$ cat config.mk
export PLATFORM = sky130hd
export DESIGN_NAME = op_timing
export DESIGN_NICKNAME = d
export VERILOG_FILES = /design/src/op_timing_pkg.sv /design/src/op_timing.sv
export VERILOG_INCLUDE_DIRS = /design/src
export SDC_FILE = /design/constraint.sdc
export NUM_CORES = 1
export LEC_CHECK = 0
export ABC_CLOCK_PERIOD_IN_PS = 5940
export BUFFER_PORTS_ARGS = -buffer_cell sky130_fd_sc_hd__buf_2
export CAP_MARGIN = 15
export CORE_MARGIN = 5
export CORE_UTILIZATION = 55
export CTS_CLUSTER_DIAMETER = 80
export DETAILED_ROUTE_END_ITERATION = 10
export PLACE_DENSITY = 0.81
export RECOVER_POWER = 50
export SYNTH_ARGS = -nofsm -noshare
export SYNTH_HDL_FRONTEND = slang
export SYNTH_SLANG_ARGS = --single-unit
$ cat constraint.sdc
create_clock -name mclk -period 5.94 [get_ports mclk]
set_input_delay 0.594 -clock mclk [delete_from_list [all_inputs] [get_ports mclk]]
set_output_delay 0.594 -clock mclk [all_outputs]
set_load 0.005 [all_outputs]
$ cat src/op_timing_params.svh
`ifndef OP_TIMING_PARAMS_SVH
`define OP_TIMING_PARAMS_SVH

// Field widths of a cost triple and of the shift count
`define CLK_W 10
`define RW_W 4
`define CNT_W 6

// Register shift and rotate base clocks and clocks per bit
`define SHIFT_BASE_SHORT 6
`define SHIFT_BASE_LONG 8
`define SHIFT_PER_BIT 2

// Extra clocks of the predecrement forms in loop mode
`define PREDEC_EXTRA 2

// Answer latency in clock periods
`define RESP_LATENCY 1

`endif

$ cat src/op_timing_pkg.sv
package op_timing_pkg;
`include "op_timing_params.svh"

    typedef enum logic [3:0] {
        clear_operand, decimal_negate, twos_complement_op, complement_with_extend,
        ones_complement, test_operand, cond_set, locked_test_set,
        arith_shift, logical_shift, rotate_plain, rotate_through_extend,
        bit_flip, bit_clear, bit_set_op, bit_test
    } op_class_t;

    typedef enum logic [1:0] {sz_byte, sz_word, sz_long} op_size_t;

    typedef enum logic [3:0] {
        data_reg_direct, addr_reg_direct, ea_ind, ea_postinc, ea_predec,
        ea_disp16, ea_indexed, ea_abs_w, ea_abs_l
    } ea_mode_t;

    typedef enum logic [1:0] {loop_continue, loop_cc_true, loop_expired} loop_out_t;

    typedef struct packed {
        logic [`CLK_W-1:0] clocks;
        logic [`RW_W-1:0] reads;
        logic [`RW_W-1:0] writes;
    } cost_t;

    typedef struct packed {
        op_class_t cls;
        op_size_t size;
        ea_mode_t mode;
        logic static_bit;
        logic index_long;
        logic looped;
        loop_out_t outcome;
        logic [`CNT_W-1:0] count;
        cost_t ea_cost;
        cost_t ea_nf_cost;
    } op_req_t;

endpackage

$ cat src/op_timing.sv
`timescale 1ns/1ps
`include "op_timing_params.svh"
module op_timing
    import op_timing_pkg::*;
(
    input wire logic mclk,
    input wire logic srst,
    input wire logic req_valid,
    input wire op_req_t req,
    output logic resp_valid_r,
    output cost_t resp_cost_r,
    output logic resp_illegal_r
);

    function automatic cost_t mk(input int c, input int r, input int w);
        cost_t x;
        x.clocks = `CLK_W'(c);
        x.reads = `RW_W'(r);
        x.writes = `RW_W'(w);
        return x;
    endfunction

    function automatic cost_t add(input cost_t a, input cost_t b);
        cost_t x;
        x.clocks = `CLK_W'(a.clocks + b.clocks);
        x.reads = `RW_W'(a.reads + b.reads);
        x.writes = `RW_W'(a.writes + b.writes);
        return x;
    endfunction

    function automatic cost_t pick3(input loop_out_t o, input cost_t a, input cost_t b,
                                    input cost_t c);
        if (o == loop_continue) begin
            return a;
        end
        return (o == loop_cc_true) ? b : c;
    endfunction

    // Loop mode costs for (An) and (An)+, predecrement adjusted
    function automatic cost_t loop_cost(input op_class_t cls, input logic lng,
                                        input loop_out_t o, input logic pre);
        cost_t x;
        x = mk(0, 0, 0);
        unique case (cls)
            clear_operand: x = lng ? pick3(o, mk(14, 0, 2), mk(22, 2, 2), mk(20, 2, 2))
                                   : pick3(o, mk(10, 0, 1), mk(18, 2, 1), mk(16, 2, 1));
            decimal_negate: x = pick3(o, mk(18, 1, 1), mk(24, 3, 1), mk(22, 3, 1));
            twos_complement_op, complement_with_extend, ones_complement:
                x = lng ? pick3(o, mk(24, 2, 2), mk(30, 4, 2), mk(28, 4, 2))
                        : pick3(o, mk(16, 1, 1), mk(22, 3, 1), mk(20, 3, 1));
            test_operand: x = lng ? pick3(o, mk(18, 2, 0), mk(24, 4, 0), mk(20, 4, 0))
                                  : pick3(o, mk(12, 1, 0), mk(18, 3, 0), mk(16, 3, 0));
            default: x = pick3(o, mk(18, 1, 1), mk(24, 3, 1), mk(22, 3, 1));
        endcase
        if (pre) begin
            x.clocks = `CLK_W'(x.clocks + `PREDEC_EXTRA);
            if (cls == clear_operand && !lng && o == loop_cc_true) begin
                x.writes = '0;
            end
            if (!lng && o == loop_continue && (cls == twos_complement_op ||
                cls == complement_with_extend || cls == ones_complement)) begin
                x.reads = `RW_W'(2);
                x.writes = `RW_W'(2);
            end
        end
        return x;
    endfunction

    cost_t cost_nxt;
    logic illegal_nxt;
    logic is_mem;
    logic is_long;
    logic loop_mode_ok;

    assign is_mem = req.mode != data_reg_direct && req.mode != addr_reg_direct;
    assign is_long = req.size == sz_long;
    assign loop_mode_ok = req.mode == ea_ind || req.mode == ea_postinc ||
                          req.mode == ea_predec;

    // Cost lookup; index_long is never consulted
    always_comb begin
        cost_nxt = mk(0, 0, 0);
        illegal_nxt = req.mode == addr_reg_direct;
        if (req.looped) begin
            cost_nxt = loop_cost(req.cls, is_long, req.outcome, req.mode == ea_predec);
            if (!loop_mode_ok || req.cls > arith_shift && req.cls > rotate_through_extend ||
                req.cls == cond_set || req.cls == locked_test_set) begin
                illegal_nxt = 1'b1;
            end
            if (req.cls >= arith_shift && req.size != sz_word) begin
                illegal_nxt = 1'b1;
            end
            if (req.cls == decimal_negate && req.size != sz_byte) begin
                illegal_nxt = 1'b1;
            end
        end else begin
            unique case (req.cls)
                clear_operand: begin
                    if (!is_mem) begin
                        cost_nxt = is_long ? mk(6, 1, 0) : mk(4, 1, 0);
                    end else begin
                        unique case (req.mode)
                            ea_ind, ea_postinc: cost_nxt = mk(8, 1, 1);
                            ea_predec: cost_nxt = mk(10, 1, 1);
                            ea_disp16, ea_abs_w: cost_nxt = mk(12, 2, 1);
                            ea_indexed: cost_nxt = mk(16, 2, 1);
                            default: cost_nxt = mk(16, 3, 1);
                        endcase
                        if (is_long) begin
                            cost_nxt.clocks = `CLK_W'(cost_nxt.clocks + 4);
                            cost_nxt.writes = `RW_W'(2);
                        end
                    end
                end
                decimal_negate: begin
                    illegal_nxt = illegal_nxt || req.size != sz_byte;
                    cost_nxt = is_mem ? add(mk(8, 1, 1), req.ea_cost) : mk(6, 1, 0);
                end
                twos_complement_op, complement_with_extend, ones_complement: begin
                    if (is_mem) begin
                        cost_nxt = add(is_long ? mk(12, 1, 2) : mk(8, 1, 1), req.ea_cost);
                    end else begin
                        cost_nxt = is_long ? mk(6, 1, 0) : mk(4, 1, 0);
                    end
                end
                test_operand: cost_nxt = is_mem ? add(mk(4, 1, 0), req.ea_cost) : mk(4, 1, 0);
                cond_set, locked_test_set: begin
                    illegal_nxt = illegal_nxt || req.size != sz_byte;
                    if (!is_mem) begin
                        cost_nxt = mk(4, 1, 0);
                    end else begin
                        cost_nxt = add(req.cls == cond_set ? mk(8, 1, 1) : mk(14, 2, 1),
                                       req.ea_nf_cost);
                    end
                end
                arith_shift, logical_shift, rotate_plain, rotate_through_extend: begin
                    if (is_mem) begin
                        illegal_nxt = illegal_nxt || req.size != sz_word;
                        cost_nxt = add(mk(8, 1, 1), req.ea_cost);
                    end else begin
                        cost_nxt = mk((is_long ? `SHIFT_BASE_LONG : `SHIFT_BASE_SHORT) +
                                      `SHIFT_PER_BIT * int'(req.count), 1, 0);
                    end
                end
                default: begin
                    if (!is_mem) begin
                        illegal_nxt = illegal_nxt || !is_long;
                        unique case (req.cls)
                            bit_flip, bit_set_op: cost_nxt = req.static_bit ?
                                mk(12, 2, 0) : mk(8, 1, 0);
                            bit_clear: cost_nxt = req.static_bit ? mk(14, 2, 0) : mk(10, 1, 0);
                            default: cost_nxt = req.static_bit ? mk(10, 2, 0) : mk(6, 1, 0);
                        endcase
                    end else begin
                        illegal_nxt = illegal_nxt || req.size != sz_byte;
                        unique case (req.cls)
                            bit_flip, bit_set_op: cost_nxt = req.static_bit ?
                                mk(12, 2, 1) : mk(8, 1, 1);
                            bit_clear: cost_nxt = req.static_bit ? mk(14, 2, 1) : mk(10, 1, 1);
                            default: cost_nxt = req.static_bit ? mk(8, 2, 0) : mk(4, 1, 0);
                        endcase
                        cost_nxt = add(cost_nxt, req.ea_cost);
                    end
                end
            endcase
        end
    end

    // Registered answer, one cycle after the request
    always_ff @(posedge mclk) begin
        if (srst) begin
            resp_valid_r <= 1'b0;
        end else begin
            resp_valid_r <= req_valid;
        end
    end

    always_ff @(posedge mclk) begin
        if (srst) begin
            resp_cost_r <= '0;
            resp_illegal_r <= 1'b0;
        end else if (req_valid) begin
            resp_cost_r <= cost_nxt;
            resp_illegal_r <= illegal_nxt;
        end
    end
endmodule

Yosys cells after proc, flatten, opt, wreduce, memory -nomap -nowiden
Cells that the tools add are included.

$add $sub $neg: 16. Order comparisons: 3. Equal/unequal tests: 25. Mux-type cells: 78. Reduce and logical (&&, ||, !) cells: 34.

Operators with widths (number): 2-to-1 mux 18 bit (34); case mux 18 bit (6 select lines) (1); case mux 18 bit (4 select lines) (1); 2-to-1 mux 10 bit (7); 2-to-1 mux 11 bit (6); case mux 13 bit (4 select lines) (1); 2-to-1 mux 12 bit (4); case mux 12 bit (2 select lines) (2); == test 4 x 3 -> 1 bit (second input constant) (8); == test 4 bit (second input constant) (7); adder 4 bit (6); adder 4 x 10 -> 10 bit (2); 2-to-1 mux 1 bit (17); == test 4 x 2 -> 1 bit (second input constant) (4); 2-to-1 mux 4 bit (3); OR reduction 12 bit (1); adder 10 bit (1); adder 10 x 2 -> 10 bit (second input constant) (1); adder 10 x 3 -> 10 bit (second input constant) (1); adder 3 x 10 -> 10 bit (first input constant) (1); adder 4 x 10 -> 10 bit (first input constant) (1); logical OR 1 bit (10); adder 1 x 4 -> 4 bit (first input constant) (2); adder 4 x 7 -> 8 bit (1); 20 further kinds (34).

Bits in registers: 20. Output and inout bits: 20. Logic and storage cells: 161.

Longest topological paths before layout
Gate-level depths: netlist of run 1.

Depth after elaboration: 12. Depth in mapped cells: 13.

Worst setup path before layout of run 1
OpenSTA, ideal clock, no wires.

Path type: input port to flip-flop. Start point: in req[56] (netlist bit). End point: reg resp_cost_r[13] (netlist bit). Library setup time: 0.122 ns. Data arrival time: 3.108 ns. Data required time: 5.818 ns. Path slack: 2.710 ns. Stages: 12. Path through: clkbuf_1 > buf_2 > and3b_1 > clkbuf_1 > nand2_1 > ha_1 > fa_1 > o21ai_0 > xnor2_1 > a32oi_1 > o311ai_0 > a221o_1.

Longest elaborated chain between the ends: 10. Elaborated cells on any way between the ends: 34. Those cells by class: 3 x add/sub; 14 x eq/ne; 12 x mux; 5 x reduce/logical.

RTL lines: from (decl) (RTL line op_timing.sv:9) `input wire op_req_t req,`; == test 4 bit (RTL line op_timing.sv:156) `unique case (req.cls)`; OR reduction 2 bit (RTL line op_timing.sv:156); case mux 12 bit (2 select lines) (RTL line op_timing.sv:156); 2-to-1 mux 18 bit (RTL line op_timing.sv:146) `if (!is_mem) begin`; 2-to-1 mux 18 bit (RTL line op_timing.sv:97) `unique case (req.cls)`; 2-to-1 mux 18 bit (RTL line op_timing.sv:84) `if (req.looped) begin`; adder 10 bit (RTL line op_timing.sv:25) `` x.clocks = `CLK_W'(a.clocks + b.clocks); ``; 2-to-1 mux 18 bit (RTL line op_timing.sv:146); case mux 18 bit (6 select lines) (RTL line op_timing.sv:97); 2-to-1 mux 18 bit (*) (RTL line op_timing.sv:84); to (signal assigned) (RTL line op_timing.sv:183) `resp_cost_r <= cost_nxt;`; to (decl) (RTL line op_timing.sv:11) `output cost_t resp_cost_r,`.

Mark *: on every way between the ends. The rest lies on a longest branch, timed or not. The select of a mux whose other input is x is not followed. A chain may end at the register's enable or synchronous reset.

Worst setup path after layout of run 1
Start point: in req[55] (netlist bit). End point: reg resp_cost_r[13] (netlist bit).

Same word-level chain as after synthesis.

==> results of run 1 <==
cells in the final DEF (no fill, tap or decap), types with 14 or more instances in the layout:
master / n
a21oi_1: 36
buf_2: 64
clkbuf_1: 14
dfxtp_1: 20
ha_1: 29
inv_1: 22
nand2_1: 41
nand3_1: 14
nor2_1: 44
o21ai_0: 34
xnor2_1: 20
xor2_1: 14
report_power, final:
| group | switching, mW | total [mW] | internal [mW] |
|---|---|---|---|
| Sequential | 0.00555 | 0.149 | 0.143 |
| Combinational | 0.151 | 0.251 | 0.0995 |
| Clock | 0.0540 | 0.113 | 0.0593 |
stage by stage:
step                      worst slack (ns)  instances  utilization [%]  hold slack [ns]  total power, mW
final                                 2.21        604             63.6            0.462            0.513
after global routing                  2.08        604             63.6            0.499            0.543
after CTS                             2.30        604             63.9            0.461            0.510
after detailed placement              2.02        600             63.0            0.449            0.396
after global placement                2.02        600             63.0            0.436            0.390
after floorplan                       2.71        478                -            0.449            0.313
state kept, by name, indices dropped and copies added, names as in the netlist:
name,count
resp_cost_r,18
resp_valid_r,1
resp_illegal_r,1
area by class of cell:
type,count,area share [%]
tap,75,2.45
timing repair buffer,79,9.92
sequential,20,10.4
multi-input combinational,404,73.6
clock buffer,4,1.44
inverter,22,2.15
cell families after synthesis:
kind of cell	after synthesis	share of synthesized area (%)
AOI/OAI and AO/OA	170	33.5
xor gates and xnor gates	34	8.63
adders and majority gates	35	14.0
buffers and inverters	54	6.64
DFF	20	11.6
muxes	7	2.10
and+or+nand+nor	158	23.5
worst reg2reg max path: cells and delay by family (launching register included):
kind	cells	cell delay [ns]
AND/OR/NAND/NOR	2	0.36
AO/OA/AOI/OAI	2	0.32
flip-flops	1	0.38
how the worst max path moves through the flow:
stage | start | endpoint | slack, ns | depth (start not counted)
after floorplan | req[56] | resp_cost_r[13] | 2.71 | 12
after global placement | req[55] | resp_cost_r[12] | 2.02 | 10
after detailed placement | req[55] | resp_cost_r[13] | 2.02 | 10
after CTS | req[55] | resp_cost_r[12] | 2.30 | 10
after global routing | req[55] | resp_cost_r[13] | 2.08 | 10
final | req[55] | resp_cost_r[13] | 2.21 | 10
routing by layer:
layer	global-route usage (%)	vias to the layer above	share of wire (%)
met5	0	-	0.11
met4	9.88	2	1.9
met3	4.88	28	12
met2	47.8	293	46
met1	41.1	1918	41
li1	-	1885	-
==> flow_metrics.tcl, run 1 <==
set metrics [dict create \
    status "completed" \
    period_needed_ns 3.73 \
    hold_path_class "reg2reg" \
    holdPathEnd "resp_cost_r[3]" \
    antenna_found_initial 1 \
    final_layout_size_suffix_gt1_share_pct 14.7 \
    rows 28 \
    nFillCells 577 \
    cts_max_level 1 \
    criticalPathCategory "in2reg" \
    synth.avg_cell_area_um2 7.22 \
    synth_area_leader_cell "dfxtp_1" \
    initial_core_util_pct 57.2 \
    drv_slew 0 \
    routed_via_density 6.83 \
    yosysTopAreaCellShare_pct 11.6 \
    slew-limit-headroom_pct 26.4 \
    finalSetupViolCount 0 \
    final-seq-area_um2 400 \
    die_area_mm2 0.00796 \
    hold_viol 0 \
    max_freq_ghz 0.268 \
    dr.pass1.iters 6 \
    dpl_cell_area_mm2 0.00379 \
    skew_ns 0 \
    areaGrowthSynthToFinish_pct 11.1 \
    syn_area_mm2 0.00345 \
    ys_warn_count 0 \
    p_per_area_mw_per_mm2 134 \
    multi_input_area_mm2 0.00282 \
    vias 4126 \
    reg2reg_depth 4 \
    synth_nets 573 \
    synthTopCellsByArea "dfxtp_1, ha_1, a21oi_1" \
    path_clk_slew_ns 0.09 \
    syn_inst 478 \
    clk_latency_ns 0.27 \
    whs_path_depth 2 \
    synth-edff-count 0 \
    synth_seq_area_share_pct 11.6 \
    core_area_mm2 0.00603 \
    endpoint_kind "flip-flop" \
    cts_buffer_depth 2 \
    portBuffers 78 \
    maxCapViolations 0 \
    r2r_end "resp_cost_r[12]" \
    wl_per_cell_um 19.7 \
    final_antenna_net_count 0 \
    rsz0062_at_grt "false" \
    die_y_um 89.2 \
    gr-total-overflow 0 \
    min_from "resp_cost_r[3]" \
    die_w_um 89.2 \
    drc_errors 0 \
    grt_pass1_wl_mm 18.8 \
    worst_slew_pin_slew_ns 1.10 \
    cts_resized 0 \
    critPathArrivalTime_ns 3.90 \
    clock-sinks 20 \
    yosysMostFrequentCell "nor2_1" \
    dr.first_iter.drc_count 547 \
    grt_max_degree 38 \
    root_buffer "clkbuf_8" \
    diodes 0 \
    worstReg2RegStart "resp_cost_r[12]" \
    wirelength_mm 11.9 \
    power.leakage_nw 1.61 \
    path_cells "buf_2, and3b_1, nand2_1, ha_1, fa_1, o21ai_0, xnor2_1, a32oi_1, o311ai_0, a221o_1" \
    async_reset_ff_share_pct 0 \
    numCtsBuffers 3 \
    required_ns 6.11 \
    slowest_delay_ns 0.66 \
    cts_tree "done" \
    cp-start-kind "input port" \
    grt_pass1_vias 3828 \
    r2r_setup_slack_ns 4.80 \
    num_io_pins 80 \
    crit_family "simple AND/OR/NAND/NOR gates" \
    gp_congestion 0.948 \
    crit_buf_inv 1 \
    post_cts_buffers 0 \
    synthFlopType "dfxtp_1" \
    dp_hpwl_mm 8.79 \
    hold_buffers 0 \
    synth_cell_types 72 \
    grt_usage_pct 30.0 \
    post-route-period-util_pct 62.7 \
    crit_slowest_cell "and3b_1" \
    nets 625 \
    ys_seq_elements 20 \
    final.setup.tns_ns 0 \
    crit_fanout 37 \
    yosys-top-cells-count "nor2_1, nand2_1, a21oi_1" \
    vdd_drop_max_uv 87.6 \
    final_area_mm2 0.00383 \
]
Note: power is estimated with default switching activity, not from simulation.
==> run 2: changes to the inputs <==
--- a/config.mk
+++ b/config.mk
@@ -6,14 +6,14 @@
 export SDC_FILE = /design/constraint.sdc
 export NUM_CORES = 1
 export LEC_CHECK = 0
-export ABC_CLOCK_PERIOD_IN_PS = 5940
+export ABC_CLOCK_PERIOD_IN_PS = 3250
 export BUFFER_PORTS_ARGS = -buffer_cell sky130_fd_sc_hd__buf_2
 export CAP_MARGIN = 15
 export CORE_MARGIN = 5
-export CORE_UTILIZATION = 55
+export CORE_UTILIZATION = 51
 export CTS_CLUSTER_DIAMETER = 80
 export DETAILED_ROUTE_END_ITERATION = 10
-export PLACE_DENSITY = 0.81
+export PLACE_DENSITY = 0.79
 export RECOVER_POWER = 50
 export SYNTH_ARGS = -nofsm -noshare
 export SYNTH_HDL_FRONTEND = slang
==> constraint.sdc (replaced) <==
create_clock -name mclk -period 3.25 [get_ports mclk]
set_input_delay 0.325 -clock mclk [delete_from_list [all_inputs] [get_ports mclk]]
set_output_delay 0.325 -clock mclk [all_outputs]
set_load 0.005 [all_outputs]
==> run 2 against run 1 <==
Against the previous run: combinational power increased by 89%; critical endpoint unchanged; die area increased by 6.9%; first-iteration DRC count down 29%; critical path type unchanged; final cell count up 3.6%.
==> flow_metrics.tcl, run 2 (synthesis results as in run 1) <==
set metrics [dict create \
    worst_slew_pin_slew_ns 0.846 \
    wirelength_mm 12.1 \
    dp_hpwl_mm 9.22 \
    period_needed_ns 2.60 \
    endpoint_kind "flip-flop" \
    skew_ns 0 \
    p_per_area_mw_per_mm2 253 \
    drc_errors 0 \
    hold_path_class "in2reg" \
    dr.first_iter.drc_count 387 \
    critPathArrivalTime_ns 2.77 \
    whs_path_depth 5 \
    power.leakage_nw 1.71 \
    post_cts_buffers 0 \
    path_clk_slew_ns 0.10 \
    hold_buffers 0 \
    wl_met2_mm 5.50 \
    regMostFlops "resp_cost_r" \
    areaGrowthSynthToFinish_pct 15.6 \
    wl_met3_mm 1.15 \
    rows 30 \
    reg2reg_depth 4 \
    whs_ns 0.420 \
    largest_reg_flops 18 \
    status "completed" \
    die_y_um 92.2 \
    initial_core_util_pct 51.6 \
    crit_fanout 19 \
    nets 642 \
    maxCapViolations 0 \
    mostFrequentLayoutCells "buf_2, nor2_1, nand2_1" \
    layout_commonest_cell "buf_2" \
    cts_resized 0 \
    die_area_mm2 0.00851 \
    grt_usage_pct 28.2 \
    final_layout_size_suffix_gt1_share_pct 17.9 \
    wl_per_cell_um 19.4 \
    reg_top3 "resp_cost_r: 18 flops, resp_illegal_r: 1 flops, resp_valid_r: 1 flops" \
    r2r_end "resp_cost_r[14]" \
    wl_met1_mm 5.22 \
    worstReg2RegStart "resp_cost_r[14]" \
    r2r_setup_slack_ns 2.10 \
    highest_layer "met4" \
    finalSetupViolCount 0 \
    cts_tree "done" \
    final_antenna_net_count 0 \
    diodes 0 \
    clk_latency_ns 0.26 \
    grt_pass1_vias 3907 \
    vdd_drop_max_uv 115 \
    rsz0062_at_grt "false" \
    core_area_mm2 0.00668 \
    gp_congestion 0.966 \
    crit_start "req[56]" \
    gr-total-overflow 0 \
    slew-limit-headroom_pct 43.6 \
    min_from "req[8]" \
    final.setup.tns_ns 0 \
    criticalPathCategory "in2reg" \
    numCtsBuffers 3 \
    cts_buffer_depth 2 \
    drv_slew 0 \
    antenna_found_initial 0 \
    cts_max_level 1 \
    post-route-period-util_pct 79.8 \
    portBuffers 78 \
    dr.pass1.iters 5 \
    grt_max_degree 22 \
    hold_viol 0 \
    die_w_um 92.2 \
    routed_via_density 6.55 \
    num_io_pins 80 \
    required_ns 3.42 \
    holdPathEnd "resp_cost_r[8]" \
    clock-sinks 20 \
    vias 4098 \
    max_freq_ghz 0.385 \
    cp-start-kind "input port" \
    grt_pass1_wl_mm 19.5 \
    root_buffer "clkbuf_8" \
]
[run 2: metal layers]
| layer | vias up | track usage (%) |
|---|---|---|
| met5 | - | 0 |
| met4 | 0 | 10.0 |
| met3 | 34 | 4.68 |
| met2 | 223 | 44.9 |
| met1 | 1920 | 38.3 |
| li1 | 1921 | - |
[run 2: final cells by class]
class | count | area (um^2)
inverter | 22 | 82.6
tap | 80 | 100
timing repair buffer | 96 | 512
clock inverter | 1 | 30.0
clock buffer | 3 | 41.3
fill | 682 | 2700
multi-input combinational | 404 | 2820
sequential | 20 | 400
[run 2: worst max-delay path by stage]
stage,to,slack (ns),depth (start not counted)
floorplan,resp_cost_r[13],0.29,12
global placement,resp_cost_r[13],0.48,10
detailed placement,resp_cost_r[13],0.39,10
CTS,resp_cost_r[13],0.67,10
global route,resp_cost_r[13],0.50,10
finish,resp_cost_r[13],0.65,10
[run 2: critical path: stages]
cell      delay (ns)
buf_2           0.21
and3b_1         0.27
nand2_1         0.22
ha_1            0.30
fa_1            0.46
o21ai_0         0.23
xnor2_1         0.10
a32oi_1         0.15
o311ai_0        0.16
a221o_1         0.35
[run 2: power by group]
group | switching, mW | internal, mW
registers | 0.0103 | 0.261
clock network | 0.0980 | 0.165
logic | 0.280 | 0.196
[run 2: per-stage QoR]
stage | setup slack (ns) | power, mW | std cells | util (%) | area (um^2)
6_report | 0.655 | 1.01 | 626 | 59.7 | 3990
5_1_grt | 0.502 | 1.07 | 626 | 59.7 | 3990
4_1_cts | 0.668 | 0.999 | 626 | 59.9 | 4000
3_5_place_dp | 0.391 | 0.740 | 622 | 58.8 | 3930
3_3_place_gp | 0.479 | 0.731 | 622 | 58.8 | 3930
2_1_floorplan | 0.289 | 0.572 | 478 | - | 3450
==> run 3: changes to the inputs <==
--- a/config.mk
+++ b/config.mk
@@ -6,7 +6,8 @@
 export SDC_FILE = /design/constraint.sdc
 export NUM_CORES = 1
 export LEC_CHECK = 0
-export ABC_CLOCK_PERIOD_IN_PS = 3250
+export ABC_AREA = 1
+export ABC_CLOCK_PERIOD_IN_PS = 2100
 export BUFFER_PORTS_ARGS = -buffer_cell sky130_fd_sc_hd__buf_2
 export CAP_MARGIN = 15
 export CORE_MARGIN = 5
==> constraint.sdc (replaced) <==
create_clock -name mclk -period 2.1 [get_ports mclk]
set_input_delay 0.21 -clock mclk [delete_from_list [all_inputs] [get_ports mclk]]
set_output_delay 0.21 -clock mclk [all_outputs]
set_load 0.005 [all_outputs]
==> run 3 against run 2 <==
Against the previous run: worst hold slack lost 0.14 ns; sequential power grew 53%; sequential cell count is the same; die area grew 1.2%; count of clock-buffer cells in the layout grew 1; final area grew 7.5%; worst setup slack lost 0.53 ns.
==> flow_metrics.tcl, run 3 <==
set metrics [dict create \
    status "completed" \
    final_area_mm2 0.00429 \
    drv_slew 0 \
    synth-xor-area-share_pct 5.26 \
    synth_nets 701 \
    numCtsBuffers 3 \
    fin_util_pct 63.8 \
    cts_max_level 1 \
    synthSimpleGateAreaFrac_pct 38.2 \
    cts_tree "done" \
    synth_compound_area_share_pct 20.0 \
    portBuffers 78 \
    crit_fanout 2 \
    final_antenna_net_count 0 \
    power_mw 1.49 \
    gr-total-overflow 0 \
    synth.avg_cell_area_um2 5.77 \
    hold_path_class "in2reg" \
    cts_buffer_depth 2 \
    grt_pass1_wl_mm 19.2 \
    gp_congestion 0.940 \
    syn_inst 606 \
    vdd_drop_max_uv 219 \
    layout_commonest_cell "nand2_1" \
    slew-limit-headroom_pct 64.1 \
    criticalPathCategory "in2reg" \
    ys_warn_count 0 \
    yosys-top-cells-count "nand2_1, inv_1, nor2_1" \
    dp_cells 784 \
    dpl_cell_area_mm2 0.00419 \
    grt_max_degree 20 \
    nets 804 \
    routed_via_density 5.68 \
    yosysTopAreaCellShare_pct 17.3 \
    critPathArrivalTime_ns 2.18 \
    cp-start-kind "input port" \
    synthFlopType "dfxtp_1" \
    die_y_um 92.8 \
    nFillCells 633 \
    skew_ns 0 \
    mostFrequentLayoutCells "nand2_1, inv_1, buf_2" \
    diodes 0 \
    synth-edff-count 0 \
    post_cts_buffers 0 \
    endpoint_kind "flip-flop" \
    fin_cells 788 \
    p_per_area_mw_per_mm2 348 \
    num_io_pins 80 \
    root_buffer "clkbuf_8" \
    dr.pass1.iters 6 \
    syn_area_mm2 0.00349 \
    path_clk_slew_ns 0.08 \
    grt_pass1_vias 4229 \
    dp_hpwl_mm 9.40 \
    finalSetupViolCount 0 \
    die_w_um 92.8 \
    die_area_mm2 0.00861 \
    reg_top3 "resp_cost_r: 18 flops, resp_illegal_r: 1 flops, resp_valid_r: 1 flops" \
    core_area_mm2 0.00672 \
    final_layout_size_suffix_gt1_share_pct 21.2 \
    muxShareOfSynthArea_pct 0 \
    largest_reg_flops 18 \
    antenna_found_initial 0 \
    async_reset_ff_share_pct 0 \
    initial_core_util_pct 52.0 \
    areaGrowthSynthToFinish_pct 22.6 \
    dr.first_iter.drc_count 350 \
    ys_seq_elements 20 \
    wl_per_cell_um 14.9 \
    drc_errors 0 \
    clk_latency_ns 0.27 \
    whs_path_depth 5 \
    wirelength_mm 11.7 \
    maxCapViolations 0 \
    reg2reg_depth 4 \
    required_ns 2.31 \
    synth_fa_ha_area_share_pct 13.8 \
    whs_ns 0.278 \
    clock-sinks 20 \
    yosysMostFrequentCell "nand2_1" \
    vias 4476 \
    synthTopCellsByArea "nand2_1, dfxtp_1, ha_1" \
    grt_usage_pct 27.1 \
    period_needed_ns 1.97 \
    rows 30 \
    synth_top_family_by_area "simple AND/OR/NAND/NOR gates" \
    regMostFlops "resp_cost_r" \
    synth_seq_area_share_pct 11.5 \
    post-route-period-util_pct 93.9 \
    power.leakage_nw 2.20 \
    worst_slew_pin_slew_ns 0.538 \
    synth_area_leader_cell "nand2_1" \
    max_freq_ghz 0.507 \
    synth_cell_types 43 \
    hold_viol 0 \
]
run 3: layer usage:
metal	routed length [um]	track usage [%]
met5	0	0
met3	1010	4.31
met1	4960	35.0
met2	5470	46.7
met4	302	7.20
run 3: cell type report:
| class | instances | area [um^2] | area share, % |
|---|---|---|---|
| multi-input cells | 488 | 2750 | 64.3 |
| repair buffers | 118 | 681 | 15.9 |
| flip-flops and latches | 20 | 400 | 9.34 |
| inverters | 78 | 295 | 6.89 |
| well taps | 80 | 100 | 2.34 |
| clock buffers | 4 | 55.1 | 1.28 |
run 3: power by group:
group,internal (mW),switching [mW]
Combinational,0.299,0.463
Clock,0.167,0.145
Sequential,0.404,0.0127
Total,0.871,0.622
run 3: cells by family (layout without fill, tap and decap cells):
logic type                 after synthesis  count (layout)
and+or+nand+nor                        310             310
AOI/OAI and AO/OA                      122             122
DFF                                     20              20
xor gates and xnor gates                21              21
adders and majority gates               35              35
buffers and inverters                   98             200
run 3: per-stage QoR:
step	setup WS, ns	setup TNS (ns)
detailed placement	-0.216	-1.02
CTS	0.0630	0
global route	-0.00392	-0.00724
finish	0.128	0
floorplan	0.00613	0
global placement	-0.154	-0.621
run 3: critical path, cell delays in order:
cell and delay (ns):
buf_2 0.12, nor2_4 0.09, nand2_2 0.09, nor2_4 0.12, inv_2 0.06, ha_4 0.16
fa_2 0.40, o21ai_2 0.18, nor2_2 0.06, inv_1 0.06, nand3_1 0.08, nand4_1 0.09
nand2_1 0.08, nand2_1 0.10, nand2_2 0.06, nand2_1 0.07, nand2_1 0.05, o21ai_1 0.07
run 3: final timing paths:
check                                     start              end  slack [ns]
worst max register to register  resp_cost_r[10]  resp_cost_r[10]        1.31
worst max-delay path                    req[56]  resp_cost_r[13]        0.13
worst min register to register  resp_cost_r[16]  resp_cost_r[16]        0.47
worst min-delay path                     req[8]   resp_cost_r[8]        0.28
run 3: repair_timing:
| item | in CTS | in global routing |
|---|---|---|
| gates resized for setup | 0 | 15 |
| endpoints found under the setup margin | 0 | 5 |
| hold buffers | 0 | 0 |
